## src/bxalu_pkg.sv

```systemverilog
// Constants and opcode enumeration for the byte datapath.
package bxalu_pkg;
  localparam int unsigned BXALU_W = 8;
  localparam logic [7:0] BXALU_ACC_RST = 8'h00;
  localparam logic [7:0] BXALU_DIR_RST = 8'hff;
  localparam logic       BXALU_FLAG_RST = 1'b0;
  localparam logic       BXALU_FWE_RST = 1'b0;
  localparam logic [4:0] BXALU_FSEL_RST = 5'h00;
  localparam logic [7:0] BXALU_FDAT_RST = 8'h00;
  localparam logic [4:0] BXALU_DIR_SEL_LO = 5'h06;
  localparam logic [4:0] BXALU_DIR_SEL_HI = 5'h07;
  localparam int unsigned BXALU_NDIR = 2;
  typedef enum logic [2:0] {
    BXALU_OP_NONE,
    BXALU_OP_SUB,
    BXALU_OP_RRC,
    BXALU_OP_RLC,
    BXALU_OP_SWAP,
    BXALU_OP_DIR,
    BXALU_OP_XORF,
    BXALU_OP_XORK
  } bxalu_op_t;
endpackage

```

## src/bxalu_core.sv

```systemverilog
// Byte datapath for subtract, rotates, nibble swap, exclusive-OR and direction load.
//
// The register addresses and the address-and-strobe port were decided locally.
`timescale 1ns/1ps
`default_nettype none
module bxalu_core
  import bxalu_pkg::*;
(
  input  wire logic        i_clk,
  input  wire logic        i_rst,
  input  wire logic        i_valid,
  input  wire bxalu_op_t   i_op,
  input  wire logic        i_dest,
  input  wire logic [4:0]  i_fsel,
  input  wire logic [7:0]  i_freg,
  input  wire logic [7:0]  i_lit,
  output logic [7:0]       o_acc,
  output logic             o_carry,
  output logic             o_nibble_overflow_flag,
  output logic             o_null_result_flag,
  output logic             o_fwr_en,
  output logic [4:0]       o_fwr_sel,
  output logic [7:0]       o_fwr_data,
  output logic [15:0]      o_pin_dir
);
  logic [7:0] acc_q, acc_d;
  logic       c_q, c_d, dc_q, dc_d, z_q, z_d;
  logic       fwe_q, fwe_d;
  logic [4:0] fsel_q, fsel_d;
  logic [7:0] fdat_q, fdat_d;
  logic [7:0] dir_q [BXALU_NDIR];
  logic [7:0] dir_d [BXALU_NDIR];
  logic [8:0] diff;
  logic [4:0] ndiff;
  logic [7:0] res;
  logic       to_dest;

  always_comb begin
    acc_d  = acc_q;
    c_d    = c_q;
    dc_d   = dc_q;
    z_d    = z_q;
    fwe_d  = 1'b0;
    fsel_d = i_fsel;
    fdat_d = fdat_q;
    res    = 8'h00;
    to_dest = 1'b0;
    // Borrow-free carry: carry set means no borrow, as the two's complement sum gives.
    diff  = {1'b0, i_freg} + {1'b0, ~acc_q} + 9'h001;
    ndiff = {1'b0, i_freg[3:0]} + {1'b0, ~acc_q[3:0]} + 5'h01;
    if (i_valid) begin
      case (i_op)
        BXALU_OP_SUB: begin
          res = diff[7:0];
          c_d = diff[8];
          dc_d = ndiff[4];
          z_d = (diff[7:0] == 8'h00);
          to_dest = 1'b1;
        end
        BXALU_OP_RRC: begin
          res = {c_q, i_freg[7:1]};
          c_d = i_freg[0];
          to_dest = 1'b1;
        end
        BXALU_OP_RLC: begin
          res = {i_freg[6:0], c_q};
          c_d = i_freg[7];
          to_dest = 1'b1;
        end
        BXALU_OP_SWAP: begin
          res = {i_freg[3:0], i_freg[7:4]};
          to_dest = 1'b1;
        end
        BXALU_OP_XORF: begin
          res = acc_q ^ i_freg;
          z_d = (res == 8'h00);
          to_dest = 1'b1;
        end
        BXALU_OP_XORK: begin
          acc_d = acc_q ^ i_lit;
          z_d = ((acc_q ^ i_lit) == 8'h00);
        end
        default: begin
        end
      endcase
      if (to_dest) begin
        // The destination bit low keeps the result in the accumulator.
        if (i_dest) begin
          fwe_d  = 1'b1;
          fdat_d = res;
        end else begin
          acc_d = res;
        end
      end
    end
  end

  genvar g;
  for (g = 0; g < BXALU_NDIR; g++) begin : g_dir
    always_comb begin
      dir_d[g] = dir_q[g];
      // Any other operand value is ignored so stray encodings cannot corrupt pin direction.
      if (i_valid && i_op == BXALU_OP_DIR && i_fsel == BXALU_DIR_SEL_LO + 5'(g)) begin
        dir_d[g] = acc_q;
      end
    end
    always_ff @(posedge i_clk or posedge i_rst) begin
      if (i_rst) begin
        dir_q[g] <= BXALU_DIR_RST;
      end else begin
        dir_q[g] <= dir_d[g];
      end
    end
  end

  always_ff @(posedge i_clk or posedge i_rst) begin
    if (i_rst) begin
      acc_q  <= BXALU_ACC_RST;
      c_q    <= BXALU_FLAG_RST;
      dc_q   <= BXALU_FLAG_RST;
      z_q    <= BXALU_FLAG_RST;
      fwe_q  <= BXALU_FWE_RST;
      fsel_q <= BXALU_FSEL_RST;
      fdat_q <= BXALU_FDAT_RST;
    end else begin
      acc_q  <= acc_d;
      c_q    <= c_d;
      dc_q   <= dc_d;
      z_q    <= z_d;
      fwe_q  <= fwe_d;
      fsel_q <= fsel_d;
      fdat_q <= fdat_d;
    end
  end

  assign o_acc = acc_q;
  assign o_carry = c_q;
  assign o_nibble_overflow_flag = dc_q;
  assign o_null_result_flag = z_q;
  assign o_fwr_en = fwe_q;
  assign o_fwr_sel = fsel_q;
  assign o_fwr_data = fdat_q;
  assign o_pin_dir = {dir_q[1], dir_q[0]};

  chk_sub_result: assert property (@(posedge i_clk) disable iff (i_rst)
    i_valid && i_op == BXALU_OP_SUB && !i_dest |=> acc_q == 8'($past(i_freg) - $past(acc_q)))
    else $error("Subtract result wrong.");
  chk_sub_carry: assert property (@(posedge i_clk) disable iff (i_rst)
    i_valid && i_op == BXALU_OP_SUB |=> c_q == ($past(i_freg) >= $past(acc_q)))
    else $error("Subtract carry wrong.");
  chk_rrc_value: assert property (@(posedge i_clk) disable iff (i_rst)
    i_valid && i_op == BXALU_OP_RRC && i_dest
    |=> fwe_q && fdat_q == {$past(c_q), $past(i_freg[7:1])} && c_q == $past(i_freg[0]))
    else $error("Rotate right wrong.");
  chk_rlc_value: assert property (@(posedge i_clk) disable iff (i_rst)
    i_valid && i_op == BXALU_OP_RLC && !i_dest
    |=> acc_q == {$past(i_freg[6:0]), $past(c_q)} && c_q == $past(i_freg[7]) && $stable(z_q))
    else $error("Rotate left wrong.");
  chk_swap_flags: assert property (@(posedge i_clk) disable iff (i_rst)
    i_valid && i_op == BXALU_OP_SWAP |=> $stable(c_q) && $stable(z_q) && $stable(dc_q))
    else $error("Nibble exchange changed a flag.");
  chk_dir_load: assert property (@(posedge i_clk) disable iff (i_rst)
    i_valid && i_op == BXALU_OP_DIR && i_fsel == BXALU_DIR_SEL_HI
    |=> dir_q[1] == $past(acc_q) && $stable(c_q) && $stable(z_q))
    else $error("Direction load wrong.");
  chk_xorf_dest: assert property (@(posedge i_clk) disable iff (i_rst)
    i_valid && i_op == BXALU_OP_XORF && i_dest
    |=> fwe_q && fdat_q == ($past(acc_q) ^ $past(i_freg)) && $stable(acc_q))
    else $error("Register exclusive-OR wrong.");
  chk_xork_zero: assert property (@(posedge i_clk) disable iff (i_rst)
    i_valid && i_op == BXALU_OP_XORK
    |=> acc_q == ($past(acc_q) ^ $past(i_lit)) && z_q == (acc_q == 8'h00))
    else $error("Literal exclusive-OR wrong.");

  chk_sub_dest_reg: assert property (@(posedge i_clk) disable iff (i_rst)
    i_valid && i_op == BXALU_OP_SUB && i_dest
    |=> fwe_q && fdat_q == 8'($past(i_freg) - $past(acc_q)) && $stable(acc_q))
    else $error("Subtract to register wrong.");

  chk_sub_to_acc: assert property (@(posedge i_clk) disable iff (i_rst)
    i_valid && i_op == BXALU_OP_SUB && !i_dest
    |=> !fwe_q)
    else $error("Subtract to accumulator wrote a register.");

  chk_sub_nibble: assert property (@(posedge i_clk) disable iff (i_rst)
    i_valid && i_op == BXALU_OP_SUB
    |=> dc_q == ($past(i_freg[3:0]) >= $past(acc_q[3:0])))
    else $error("Subtract nibble flag wrong.");

  chk_sub_null: assert property (@(posedge i_clk) disable iff (i_rst)
    i_valid && i_op == BXALU_OP_SUB
    |=> z_q == ($past(i_freg) == $past(acc_q)))
    else $error("Subtract zero flag wrong.");

  chk_dc_sub_only: assert property (@(posedge i_clk) disable iff (i_rst)
    !(i_valid && i_op == BXALU_OP_SUB)
    |=> $stable(dc_q))
    else $error("Nibble flag changed outside subtract.");

  chk_rrc_to_acc: assert property (@(posedge i_clk) disable iff (i_rst)
    i_valid && i_op == BXALU_OP_RRC && !i_dest
    |=> !fwe_q && acc_q == {$past(c_q), $past(i_freg[7:1])})
    else $error("Rotate right to accumulator wrong.");

  chk_rrc_keep_acc: assert property (@(posedge i_clk) disable iff (i_rst)
    i_valid && i_op == BXALU_OP_RRC && i_dest
    |=> $stable(acc_q))
    else $error("Rotate right to register changed the accumulator.");

  chk_rrc_flags: assert property (@(posedge i_clk) disable iff (i_rst)
    i_valid && i_op == BXALU_OP_RRC
    |=> $stable(z_q) && $stable(dc_q) && c_q == $past(i_freg[0]))
    else $error("Rotate right flags wrong.");

  chk_carry_sources: assert property (@(posedge i_clk) disable iff (i_rst)
    !(i_valid && (i_op == BXALU_OP_SUB || i_op == BXALU_OP_RRC
                  || i_op == BXALU_OP_RLC))
    |=> $stable(c_q))
    else $error("Carry changed by an instruction that keeps it.");

  chk_rlc_dest_reg: assert property (@(posedge i_clk) disable iff (i_rst)
    i_valid && i_op == BXALU_OP_RLC && i_dest
    |=> fwe_q && fdat_q == {$past(i_freg[6:0]), $past(c_q)} && $stable(acc_q))
    else $error("Rotate left to register wrong.");

  chk_rlc_flags: assert property (@(posedge i_clk) disable iff (i_rst)
    i_valid && i_op == BXALU_OP_RLC
    |=> $stable(z_q) && $stable(dc_q) && c_q == $past(i_freg[7]))
    else $error("Rotate left flags wrong.");

  chk_rlc_to_acc: assert property (@(posedge i_clk) disable iff (i_rst)
    i_valid && i_op == BXALU_OP_RLC && !i_dest
    |=> !fwe_q)
    else $error("Rotate left to accumulator wrote a register.");

  chk_swap_to_acc: assert property (@(posedge i_clk) disable iff (i_rst)
    i_valid && i_op == BXALU_OP_SWAP && !i_dest
    |=> !fwe_q && acc_q == {$past(i_freg[3:0]), $past(i_freg[7:4])})
    else $error("Nibble exchange to accumulator wrong.");

  chk_swap_dest_reg: assert property (@(posedge i_clk) disable iff (i_rst)
    i_valid && i_op == BXALU_OP_SWAP && i_dest
    |=> fwe_q && fdat_q == {$past(i_freg[3:0]), $past(i_freg[7:4])} && $stable(acc_q))
    else $error("Nibble exchange to register wrong.");

  chk_dir_lo_load: assert property (@(posedge i_clk) disable iff (i_rst)
    i_valid && i_op == BXALU_OP_DIR && i_fsel == BXALU_DIR_SEL_LO
    |=> dir_q[0] == $past(acc_q) && $stable(dir_q[1]))
    else $error("Low direction load wrong.");

  chk_dir_hi_keep: assert property (@(posedge i_clk) disable iff (i_rst)
    i_valid && i_op == BXALU_OP_DIR && i_fsel == BXALU_DIR_SEL_HI
    |=> $stable(dir_q[0]))
    else $error("High direction load touched the low register.");

  chk_dir_no_side: assert property (@(posedge i_clk) disable iff (i_rst)
    i_valid && i_op == BXALU_OP_DIR
    |=> $stable(dc_q) && $stable(acc_q) && !fwe_q)
    else $error("Direction load had a side effect.");

  chk_dir_stray: assert property (@(posedge i_clk) disable iff (i_rst)
    i_valid && i_op == BXALU_OP_DIR
    && i_fsel != BXALU_DIR_SEL_LO && i_fsel != BXALU_DIR_SEL_HI
    |=> $stable(dir_q[0]) && $stable(dir_q[1]))
    else $error("Direction load with a stray operand took effect.");

  chk_dir_only_op: assert property (@(posedge i_clk) disable iff (i_rst)
    !(i_valid && i_op == BXALU_OP_DIR)
    |=> $stable(dir_q[0]) && $stable(dir_q[1]))
    else $error("Pin direction changed outside a direction load.");

  chk_xorf_to_acc: assert property (@(posedge i_clk) disable iff (i_rst)
    i_valid && i_op == BXALU_OP_XORF && !i_dest
    |=> !fwe_q && acc_q == ($past(acc_q) ^ $past(i_freg)))
    else $error("Register exclusive-OR to accumulator wrong.");

  chk_xorf_flags: assert property (@(posedge i_clk) disable iff (i_rst)
    i_valid && i_op == BXALU_OP_XORF
    |=> $stable(c_q) && $stable(dc_q))
    else $error("Register exclusive-OR changed carry or nibble flag.");

  chk_xorf_null: assert property (@(posedge i_clk) disable iff (i_rst)
    i_valid && i_op == BXALU_OP_XORF
    |=> z_q == ($past(acc_q) == $past(i_freg)))
    else $error("Register exclusive-OR zero flag wrong.");

  chk_xork_flags: assert property (@(posedge i_clk) disable iff (i_rst)
    i_valid && i_op == BXALU_OP_XORK
    |=> $stable(c_q) && $stable(dc_q) && !fwe_q)
    else $error("Literal exclusive-OR had a side effect.");

  chk_xork_null: assert property (@(posedge i_clk) disable iff (i_rst)
    i_valid && i_op == BXALU_OP_XORK
    |=> z_q == ($past(acc_q) == $past(i_lit)))
    else $error("Literal exclusive-OR zero flag wrong.");

  chk_null_sources: assert property (@(posedge i_clk) disable iff (i_rst)
    !(i_valid && (i_op == BXALU_OP_SUB || i_op == BXALU_OP_XORF
                  || i_op == BXALU_OP_XORK))
    |=> $stable(z_q))
    else $error("Zero flag changed by an instruction that keeps it.");

  chk_idle_hold: assert property (@(posedge i_clk) disable iff (i_rst)
    !i_valid
    |=> $stable(acc_q) && $stable(c_q) && $stable(dc_q) && $stable(z_q))
    else $error("State changed with no instruction.");

  chk_fwr_cause: assert property (@(posedge i_clk) disable iff (i_rst)
    !i_valid
    |=> !fwe_q)
    else $error("Register write with no instruction.");

  chk_fsel_follow: assert property (@(posedge i_clk) disable iff (i_rst)
    i_valid && i_dest
    |=> fsel_q == $past(i_fsel))
    else $error("Register write select wrong.");
endmodule
`default_nettype wire

```

## config.mk

```make
export PLATFORM = sky130hd
export DESIGN_NAME = bxalu_core
export DESIGN_NICKNAME = d
export VERILOG_FILES = /design/src/bxalu_pkg.sv /design/src/bxalu_core.sv
export SDC_FILE = /design/constraint.sdc
export NUM_CORES = 1
export LEC_CHECK = 0
export ABC_AREA = 1
export BUFFER_PORTS_ARGS = -buffer_cell sky130_fd_sc_hd__buf_4
export CAP_MARGIN = 25
export CORE_MARGIN = 1
export CORE_UTILIZATION = 35
export DETAILED_ROUTE_END_ITERATION = 6
export PLACE_DENSITY = 0.66
export SKIP_LAST_GASP = 1
export SLEW_MARGIN = 10
export SYNTH_ARGS = -nofsm -noshare
export SYNTH_HDL_FRONTEND = slang
export SYNTH_SLANG_ARGS = --single-unit
```

## constraint.sdc

```tcl
create_clock -name i_clk -period 3.6 [get_ports i_clk]
set_input_delay 0.18 -clock i_clk [delete_from_list [all_inputs] [get_ports i_clk]]
set_output_delay 0.18 -clock i_clk [all_outputs]
set_load 0.005 [all_outputs]
```

After elaboration in Yosys (flattened, before gate mapping)
Index checks and enable logic that the tools add are counted.
{ "classes": {"addsub": 4, "n_eq_ne": 9, "n_mux": 11, "bitwise": 4, "reduce_logical": 13} }
{ "ops": {"columns": ["op", "count"], "rows": [
  ["8-bit one-hot mux with 5 select lines", 1],
  ["8-bit zero test", 3],
  ["8-bit two-way mux", 3],
  ["8-bit XOR", 2],
  ["3-bit equality test (second input constant)", 4],
  ["5-bit by 3-bit equality test with 1-bit output (second input constant)", 2],
  ["8-bit by 8-bit adder with 9-bit output", 1],
  ["9-bit by 1-bit adder with 9-bit output (second input constant)", 1],
  ["8-bit NOT", 1],
  ["3-bit by 2-bit equality test with 1-bit output (second input constant)", 2],
  ["1-bit one-hot mux with 3 select lines", 2],
  ["2-bit AND reduction", 3],
  ["3-bit nonzero test", 2],
  ["4-bit by 4-bit adder with 5-bit output", 1],
  ["5-bit by 1-bit adder with 5-bit output (second input constant)", 1],
  ["1-bit two-way mux", 5],
  ["5-bit OR reduction", 1],
  ["4-bit NOT", 1],
  ["3-bit by 1-bit equality test with 1-bit output (second input constant)", 1],
  ["1-bit logical AND", 3],
  ["3-bit AND reduction", 1]
]} }
{ "word_totals": {"reg_bits": 41, "inputBits": 28, "output_inout_bits": 41, "word_cells": 50} }

Logic depth before layout (Yosys ltp)
Gate-level depths: netlist of run 1.
{ "depth": {"ltp_word": 6, "mapped_depth": 13, "ltp_nobuf": 13} }

Worst setup path after synthesis of run 1
No wires, ideal clock.
{ "synth_path": {"kind": "register -> register", "startpoint": "register acc_q[2], in the netlist o_acc[2]", "endpoint": "register acc_q[7], in the netlist o_acc[7]", "setup_ps": 117, "arrival_ps": 1659, "required_ps": 3483, "setup_slack_ps": 1825, "path_stages_with_launch": 13, "n_path_buf": 1, "synth_period_minus_slack_ps": 1775, "path_cell_list": "dfrtp_1 > inv_1 > ha_1 > clkbuf_1 > or2_2 > nand3_1 > nand2_1 > nand2_1 > nand2_1 > nand2_1 > nand3_1 > nand2_1 > nand2_1"} }
{ "synth_between": {"elab_chain_len": 6} }
{ "synth_lines": {"columns": ["element", "line_no", "rtl"], "rows": [
  ["start: declaration", "bxalu_core.sv:26", "logic [7:0] acc_q, acc_d;"],
  ["start signal: assignment", "bxalu_core.sv:118", "acc_q <= BXALU_ACC_RST;"],
  ["start signal: assignment", "bxalu_core.sv:126", "acc_q <= acc_d;"],
  ["8-bit NOT", "bxalu_core.sv:49", "diff = {1'b0, i_freg} + {1'b0, ~acc_q} + 9'h001;"],
  ["8-bit by 8-bit adder with 9-bit output", "bxalu_core.sv:49", null],
  ["9-bit by 1-bit adder with 9-bit output", "bxalu_core.sv:49", null],
  ["8-bit one-hot mux with 5 select lines", "bxalu_core.sv:52", "case (i_op)"],
  ["8-bit two-way mux", "bxalu_core.sv:88", "if (i_dest) begin"],
  ["8-bit two-way mux", "bxalu_core.sv:86", "if (to_dest) begin"]
]} }
No other way between the ends.
A chain may end at the register's enable or synchronous reset.

Worst setup path after layout of run 1
{ "layout_path": {"startpoint": "register acc_q[0], in the netlist o_acc[0]", "endpoint": "register z_q, in the netlist o_null_result_flag"} }
{ "layout_between": {"elab_chain_len": 5, "elab_cells_between_ends": 9, "cone_classes": "2 x add/sub; 1 x mux; 3 x bitwise; 3 x reduce/logical"} }
{ "layout_lines": {"columns": ["element", "line_no", "rtl"], "rows": [
  ["8-bit NOT", "bxalu_core.sv:49", null],
  ["8-bit by 8-bit adder with 9-bit output", "bxalu_core.sv:49", null],
  ["9-bit by 1-bit adder with 9-bit output", "bxalu_core.sv:49", null],
  ["8-bit zero test", "bxalu_core.sv:57", "z_d = (diff[7:0] == 8'h00);"],
  ["1-bit one-hot mux with 3 select lines *", "bxalu_core.sv:52", null],
  ["end signal: assignment", "bxalu_core.sv:129", "z_q <= z_d;"],
  ["end: declaration", "bxalu_core.sv:27", "logic c_q, c_d, dc_q, dc_d, z_q, z_d;"]
]} }
Every way passes the cells marked *; elsewhere a longest branch is shown, timed or not.

==> results.json, run 1 <==
{
  "cp-end-kind": "flop",
  "synth_fp_nets": 391,
  "root_buffer": "clkbuf_8",
  "dpl.cell_count": 514,
  "clkTransAtPathRegs_ns": 0.08,
  "hold_viol": 0,
  "crit_type": "flop to flop",
  "nFillCells": 781,
  "maxCapViolations": 0,
  "drtIter0Drc": 186,
  "dp_hpwl_microns": 5960,
  "area.growth.synth_to_final_pct": 28.4,
  "grtUsageTotal_pct": 20.4,
  "drive_above_1_share_pct": 23.5,
  "antenna_left": 0,
  "cts.sinks": 41,
  "slew_viol_final": 0,
  "drt-vias-per-instance": 4.93,
  "p_total_uw": 1490,
  "dr.pass1.iters": 4,
  "powerDensity_nw_per_um2": 448,
  "htreeDepth": 2,
  "pin_count": 69,
  "fmax_ghz": 0.517,
  "route.detailed.drc": 0,
  "setup_tns_ns": 0,
  "die-area_sq_um": 7760,
  "yosysSeqAreaShare_pct": 40.3,
  "postSynthCellCount": 353,
  "antenna_found_initial": 0,
  "ctsLongestPathBuffers": 2,
  "antenna_cells": 0,
  "grt_overflow_total": 0,
  "required_ns": 3.82,
  "min_period_ns": 1.93,
  "post_cts_resized": 0,
  "grt_pass1_vias": 2372,
  "skew_ns": 0.00856,
  "outcome": "completed",
  "rsz0062_at_grt": "no",
  "ys_seq_elements": 41,
  "syn_area_sq_um": 2590,
  "cp.arrival_ns": 2.16,
  "rows": 31,
  "ys_types": 32,
  "cts_buffers": 5,
  "ir_drop_uv": 192,
  "routed_wl_microns": 7520,
  "gp_congestion": 0.881,
  "wl_per_cell_microns": 14.3,
  "hold_class": "primary input to flop",
  "ys.warnings.count": 0,
  "postSynthAreaPerCell_sq_um": 7.35,
  "tightest_slew_ns": 0.692,
  "die_x_microns": 88.1,
  "grt_first_pass_wirelength_microns": 12000,
  "vias": 2590,
  "die_h_microns": 88.1,
  "setup_viol_count_final": 0,
  "layout_commonest_cell": "nand2_1",
  "start_util_pct": 36.0,
  "clk_latency_ns": 0.30,
  "layout_common_cells": "nand2_1, buf_4, inv_1, nor2_1, nand3_1",
  "core_sq_um": 7210,
  "relSlewSlack_pct": 53.4,
  "p_leak_uw": 0.00165,
  "cts_tree": "yes",
  "grt_max_degree": 42,
  "crit_fanout": 5,
  "final_cell_count_no_fill": 525,
  "fin_nets": 463,
  "post-route-period-util_pct": 53.7,
  "port_buffers": 68,
  "final_util_pct": 46.2,
  "cp-start-kind": "flop"
}
==> cell usage after synthesis <==
library cell,count,area (sq um)
a21boi_0,1,7.51
a21oi_1,12,60.1
a22oi_1,3,22.5
a31oi_1,7,43.8
buf_2,1,5.00
buf_4,1,7.51
buf_6,2,22.5
clkbuf_1,3,11.3
dfrtp_1,25,626
dfstp_2,16,420
fa_1,1,20.0
ha_1,9,113
inv_1,45,169
inv_2,2,7.51
nand2_1,94,353
nand3_1,28,140
nand3b_1,3,22.5
nand4_1,1,6.26
nor2_1,43,161
nor2_4,2,22.5
nor3_1,2,10.0
nor3_4,2,32.5
nor3b_1,1,7.51
nor4_2,1,12.5
o211ai_1,1,7.51
o21ai_0,23,115
o21ai_1,2,10.0
o22ai_1,12,75.1
or2_0,1,6.26
or2_2,1,6.26
xnor2_1,7,61.3
xor2_1,1,8.76
==> timing repair <==
action | in CTS | in global routing
endpoints found under the setup margin | 0 | 0
endpoints found under the hold margin | 2 | 1
setup buffers | 0 | 0
hold buffers | 2 | 1
==> metal layers <==
layer  share of wire [%]  up-vias  GRT usage [%]
li1                    -     1298              -
met1                  46     1179           28.5
met2                  46       98           31.8
met3                 6.2       15           3.86
met4                 2.2        0           6.45
met5                   0        -              0
==> power breakdown <==
part           total, uW  internal [uW]  switching, uW
Sequential           583            530           52.8
Clock                357            198            158
Combinational        552            241            311
Total               1490            969            522
==> registers in the layout (all words and copies together) (netlist names) <==
| name | flops |
|---|---|
| o_fwr_en | 1 |
| o_fwr_data | 8 |
| o_null_result_flag | 1 |
| o_acc | 8 |
| o_fwr_sel | 5 |
| o_pin_dir | 16 |
| o_nibble_overflow_flag | 1 |
| o_carry | 1 |
==> critical path: stages, from the launching register on <==
cell and delay (ns):
dfrtp_1 0.44, ha_1 0.22, fa_1 0.37, inv_1 0.11
nand3_1 0.12, nand2_1 0.10, nand2_1 0.06, nand2_1 0.08
nand3_1 0.08, nor2_1 0.11, nand2_1 0.06, a21oi_1 0.11
==> layout make-up <==
cell class	count	area, sq um	share of cell area (%)
multi-input combinational	258	1330	39.8
sequential	41	1050	31.4
timing repair buffer	72	548	16.5
inverter	47	176	5.30
tap	99	124	3.72
clock buffer	8	111	3.34
==> cells by family after synthesis <==
| kind of cell | synth area share, % |
|---|---|
| simple gates | 30.1 |
| fa+ha+maj | 5.11 |
| flops | 40.3 |
| xor+xnor | 2.70 |
| compound gates | 13.2 |
| buf+inv | 8.59 |
==> final timing paths <==
check	start	endpoint	depth (start not counted)	slack (ns)
worst max register to register	o_acc[0]$_DFFE_PP0P_	o_null_result_flag$_DFFE_PP0P_	11	1.67
min in group asynchronous	i_rst	o_fwr_data[3]$_DFFE_PP0P_	3	0.02
worst min register to register	o_pin_dir[0]$_DFFE_PP1P_	o_pin_dir[0]$_DFFE_PP1P_	2	0.48
max in group asynchronous	i_rst	o_pin_dir[14]$_DFFE_PP1P_	3	3.21
worst min-delay path	i_fsel[0]	o_fwr_sel[0]$_DFF_PP0_	1	0.01
worst max-delay path	o_acc[0]$_DFFE_PP0P_	o_null_result_flag$_DFFE_PP0P_	11	1.67
==> stage by stage <==
stage / hold slack [ns] / area, sq um / setup WS [ns]
2_1_floorplan: 0.211 / 2590 / 1.82
3_3_place_gp: 0.300 / 3190 / 1.72
3_5_place_dp: 0.299 / 3190 / 1.71
4_1_cts: 0.000620 / 3320 / 1.68
5_1_grt: 0.00244 / 3330 / 1.48
6_report: 0.0122 / 3330 / 1.67
(Power assumes the default switching activity.)
==> inputs of run 2 (changes only) <==
- ABC_AREA: 1 -> 0
- clock period: 3.6 -> 1.9 ns (I/O delays scaled with it)
==> results.json, run 2 <==
{
  "cp.arrival_ns": 2.42,
  "power_frac_clock_pct": 23.5,
  "grt_overflow_total": 0,
  "postSynthCellCount": 292,
  "yosysSeqAreaShare_pct": 40.4,
  "antenna_found_initial": 0,
  "htreeDepth": 2,
  "combPwrFrac_pct": 47.5,
  "layout_common_cells": "buf_4, nand2_1, a21oi_1, nor2_1, dfrtp_1",
  "seqPwrFrac_pct": 29.0,
  "cts.sinks": 41,
  "skew_ns": 0.0165,
  "drt-vias-per-instance": 5.28,
  "synth-edff-count": 0,
  "cp_slowest_cell": "fa_2",
  "dr.pass1.iters": 4,
  "min_period_ns": 2.19,
  "required_ns": 2.13,
  "routed_wl_microns": 8510,
  "ys.warnings.count": 0,
  "crit_chain": "ha_4, fa_2, o2111ai_1, nor2_1, o211ai_1, or4_1, o31ai_2",
  "synth_top_cell_by_area": "dfrtp_1",
  "hold_viol": 0,
  "ys_seq_elements": 41,
  "p_total_uw": 3750,
  "cts_tree": "yes",
  "fmax_ghz": 0.457,
  "ir_drop_uv": 366,
  "crit_type": "flop to flop",
  "hold_class": "primary input to flop",
  "drtIter0Drc": 188,
  "synth.most_common_cell": "a21oi_1",
  "antenna_cells": 0,
  "powerDensity_nw_per_um2": 940,
  "slew_viol_final": 0,
  "grtUsageTotal_pct": 22.7,
  "largest_register_ffs": 16,
  "fin_nets": 447,
  "synth-main-ff-cell": "dfrtp_1",
  "vias": 2689,
  "antenna_left": 0,
  "route.detailed.drc": 0,
  "max_stage_delay_ns": 0.57,
  "cts_buffers": 5,
  "swShare_pct": 34.2,
  "layout_commonest_cell": "buf_4",
  "cp-end-kind": "flop",
  "crit_fanout": 2,
  "clkTransAtPathRegs_ns": 0.10,
  "die-area_sq_um": 7750,
  "area.growth.synth_to_final_pct": 53.9,
  "p_int_uw": 2470,
  "rsz0062_at_grt": "yes",
  "outcome": "finished, violations left",
  "ys_types": 53,
  "post-route-period-util_pct": 115,
  "postSynthAreaPerCell_sq_um": 8.87,
  "drive_above_1_share_pct": 49.0,
  "gp_congestion": 0.908,
  "p_leak_uw": 0.00176,
  "dp_hpwl_microns": 6500,
  "clk_latency_ns": 0.31,
  "ctsLongestPathBuffers": 2,
  "port_buffers": 68,
  "setup_viol_count_final": 10,
  "p_switching_uw": 1280,
  "rows": 31,
  "maxCapViolations": 0,
  "grt_max_degree": 42,
  "tightest_slew_ns": 0.732,
  "grt_pass1_vias": 2572,
  "die_x_microns": 88.0,
  "failed_checks": "negative setup slack",
  "relSlewSlack_pct": 51.0,
  "yosys-top-cells-area": "dfrtp_1, dfstp_2, a21oi_1",
  "core_sq_um": 7210,
  "die_h_microns": 88.0,
  "grt_first_pass_wirelength_microns": 13200,
  "pin_count": 69,
  "synth_fp_nets": 330,
  "setup_tns_ns": -1.13,
  "yosys-top-cells-count": "a21oi_1, nand2_1, dfrtp_1, nor2_1",
  "worst_slack_ns": -0.290,
  "start_util_pct": 35.9,
  "root_buffer": "clkbuf_8",
  "synth_top_area_share_pct": 24.1,
  "cp-start-kind": "flop",
  "wl_per_cell_microns": 16.7,
  "nFillCells": 683,
  "syn_area_sq_um": 2590,
  "ys_async_sr_fraction_pct": 100
}
-- run 2: cell count changes in the layout (fill, tap and decap cells not counted), moves of 14 or more --
cell     change
nor2_1      -18
a21oi_1     +14
nand2_1     -63
buf_4       +50
inv_1       -36
nand3_1     -25
-- run 2: critical path, delay by kind of cell, from the launching register on --
| kind | cells | cell delay (ns) |
|---|---|---|
| DFF | 1 | 0.43 |
| AOI/OAI and AO/OA | 3 | 0.40 |
| and+or+nand+nor | 2 | 0.55 |
| adders and majority gates | 2 | 0.73 |
-- run 2: worst paths after layout --
check	startpoint	to	slack, ns	depth (start not counted)
min	i_lit[0]	o_acc[0]$_DFFE_PP0P_	0.12	4
max reg2reg	o_acc[0]$_DFFE_PP0P_	o_null_result_flag$_DFFE_PP0P_	-0.29	7
min reg2reg	o_pin_dir[9]$_DFFE_PP1P_	o_pin_dir[9]$_DFFE_PP1P_	0.48	2
max	o_acc[0]$_DFFE_PP0P_	o_null_result_flag$_DFFE_PP0P_	-0.29	7
min in group asynchronous	i_rst	o_null_result_flag$_DFFE_PP0P_	0.48	4
max in group asynchronous	i_rst	o_pin_dir[7]$_DFFE_PP1P_	1.04	4
-- run 2: what timing repair did --
action | CTS | global route
gates cloned | 0 | 0
buffers inserted | 2 | 3
resized for setup | 23 | 12
hold buffers | 6 | 0
endpoints found under the setup margin | 12 | 14
pin swaps | 19 | 11
hold endpoints to repair | 30 | 0
-- run 2: routing by layer --
layer  GRT usage, %  share of wire, %
met5              0                 0
met4           7.48               1.8
met1           29.8                42
met2           38.1                49
met3           3.58               6.8
-- run 2: kinds of logic (layout without fill, tap and decap cells) --
kind of cell / after synthesis / after routing / share of synthesized area [%]
AO/OA/AOI/OAI: 92 / 92 / 22.3
XOR/XNOR: 11 / 11 / 3.72
adder cells (fa/ha/maj): 10 / 10 / 5.12
buffers and inverters: 31 / 149 / 4.92
flip-flops: 41 / 41 / 40.4
multiplexers: 15 / 15 / 6.37
AND/OR/NAND/NOR: 92 / 92 / 17.2
-- run 2: per-stage QoR --
stage               cells  setup WS [ns]  cell area, sq um  util, %  hold slack, ns
floorplan             292         -0.206              2670        -           0.126
global placement      492         -0.229              3590     49.7           0.214
detailed placement    492         -0.265              3590     49.7           0.214
CTS                   507         -0.290              3910     54.2           0.120
global route          509         -0.358              3990     55.3           0.146
finish                509         -0.290              3990     55.3           0.121
-- run 2: cell type report --
cell class | count | area, sq um | share of cell area, %
clock inverters | 3 | 68.8 | 1.73
well taps | 99 | 124 | 3.11
flip-flops and latches | 41 | 1050 | 26.3
inverters | 16 | 60.1 | 1.51
repair buffers | 125 | 953 | 23.9
clock buffers | 5 | 68.8 | 1.73
multi-input cells | 220 | 1670 | 41.8
-- run 2: power by group through the flow --
stage	combinational [uW]	clock (uW)	sequential [uW]
after floorplan	713	0	1140
after global placement	1530	0	1100
after detailed placement	1550	0	1100
after CTS	1700	904	1090
after global routing	1920	929	1100
final	1780	880	1090
==> inputs of run 3 (changes only) <==
- CORE_UTILIZATION: 35 -> 53
- PLACE_DENSITY: 0.66 -> 0.89
==> results.json, run 3 (same netlist as run 2, synthesis figures left out) <==
{
  "outcome": "finished, violations left",
  "failed_checks": "negative setup slack",
  "hold_viol": 0,
  "fmax_ghz": 0.460,
  "cp-start-kind": "flop",
  "required_ns": 2.12,
  "htreeDepth": 2,
  "slew_viol_final": 0,
  "route.detailed.drc": 0,
  "cts_buffers": 5,
  "tightest_slew_ns": 0.677,
  "skew_ns": 0.00935,
  "area.growth.synth_to_final_pct": 51.0,
  "drive_above_1_share_pct": 49.0,
  "busiest_layer": "met2",
  "dp_hpwl_microns": 6210,
  "grt_pass1_vias": 2707,
  "use_met3_pct": 6.39,
  "worst_slack_ns": -0.272,
  "ff2ff_path_depth": 7,
  "antenna_cells": 0,
  "grt.met2_usage_pct": 59.5,
  "crit_start": "o_acc[0]$_DFFE_PP0P_",
  "final_cell_count_no_fill": 473,
  "root_buffer": "clkbuf_8",
  "reg2reg_slack_ns": -0.27,
  "antenna_found_initial": 1,
  "port_buffers": 68,
  "hold_ws_ns": 0.147,
  "drt-vias-per-instance": 5.84,
  "pin_count": 69,
  "r2r-end": "o_null_result_flag$_DFFE_PP0P_",
  "fin_nets": 443,
  "die-area_sq_um": 5170,
  "ir_drop_uv": 546,
  "min_period_ns": 2.17,
  "layout_common_cells": "buf_4, nand2_1, nor2_1, a21oi_1, dfrtp_1",
  "hold_class": "primary input to flop",
  "setup_tns_ns": -1.28,
  "clk_latency_ns": 0.30,
  "rsz0062_at_grt": "yes",
  "drtIter0Drc": 199,
  "crit_fanout": 2,
  "use_met1_pct": 42.9,
  "p_leak_uw": 0.00173,
  "die_x_microns": 71.9,
  "cts.sinks": 41,
  "grt_first_pass_wirelength_microns": 13300,
  "routed_wl_microns": 8650,
  "layout_commonest_cell": "buf_4",
  "cp-end-kind": "flop",
  "relSlewSlack_pct": 54.6,
  "maxCapViolations": 0,
  "wl_per_cell_microns": 18.3,
  "vias": 2760,
  "setup_viol_count_final": 12,
  "placed_cell_area_sq_um": 3520,
  "antenna_left": 0,
  "dpl.cell_count": 456,
  "post-route-period-util_pct": 114,
  "grtUsageTotal_pct": 34.6,
  "rr_startpoint": "o_acc[0]$_DFFE_PP0P_",
  "crit_type": "flop to flop",
  "place_ws_ns": -0.245,
  "cts_tree": "yes",
  "endpoint": "o_null_result_flag$_DFFE_PP0P_",
  "powerDensity_nw_per_um2": 950,
  "ctsLongestPathBuffers": 2,
  "grt_overflow_total": 0,
  "gp_congestion": 0.906,
  "clkTransAtPathRegs_ns": 0.09,
  "rows": 25,
  "cp.arrival_ns": 2.40,
  "grt_max_degree": 42,
  "largest_register_ffs": 16,
  "dr.pass1.iters": 5,
  "core_sq_um": 4720,
  "die_h_microns": 71.9,
  "start_util_pct": 54.9,
  "final_cell_area_sq_um": 3910
}
run 3: per-stage QoR:
step	utilization, %	power, uW
3_5_place_dp	74.4	2610
4_1_cts	81.0	3590
6_report	82.8	3720
3_3_place_gp	74.4	2580
5_1_grt	82.8	3900
2_1_floorplan	-	1850
run 3: power breakdown:
part           leakage, uW  internal [uW]  switching, uW
clock            0.0000687            529            340
combinational      0.00121            891            866
sequential        0.000458           1010           78.3
run 3: routing by layer:
layer / up-vias / routed length [microns]
met5: - / 9
met4: 2 / 360
met3: 40 / 601
met2: 145 / 4290
met1: 1297 / 3390
li1: 1276 / -
run 3: timing repair:
action / in CTS / in global routing
gates resized for setup: 18 / 18
setup endpoints to repair: 13 / 15
hold buffers: 6 / 0
buffers inserted: 1 / 2
pin swaps: 12 / 9
hold endpoints to repair: 30 / 0
run 3: worst max-delay path: stages (launching register included):
cell and delay (ns):
dfrtp_2 0.43, ha_4 0.16, fa_2 0.57, o2111ai_1 0.10
nor2_1 0.12, o211ai_1 0.10, or4_1 0.42, o31ai_2 0.18
run 3: worst min-delay path by stage:
stage	depth (start not counted)	end	from	slack (ns)
global route	4	o_acc[3]$_DFFE_PP0P_	i_lit[3]	0.16
detailed placement	1	o_fwr_sel[2]$_DFF_PP0_	i_fsel[2]	0.22
global placement	1	o_fwr_sel[2]$_DFF_PP0_	i_fsel[2]	0.21
CTS	4	o_acc[3]$_DFFE_PP0P_	i_lit[3]	0.14
finish	4	o_acc[3]$_DFFE_PP0P_	i_lit[3]	0.15
floorplan	0	o_fwr_sel[0]$_DFF_PP0_	i_fsel[0]	0.13
run 3: final cells by class:
type,count,area (sq um)
multi-input cells,220,1660
flip-flops and latches,41,1050
well taps,67,83.8
repair buffers,121,923
clock buffers,5,68.8
clock inverters,3,68.8
fillers,285,811
inverters,16,60.1
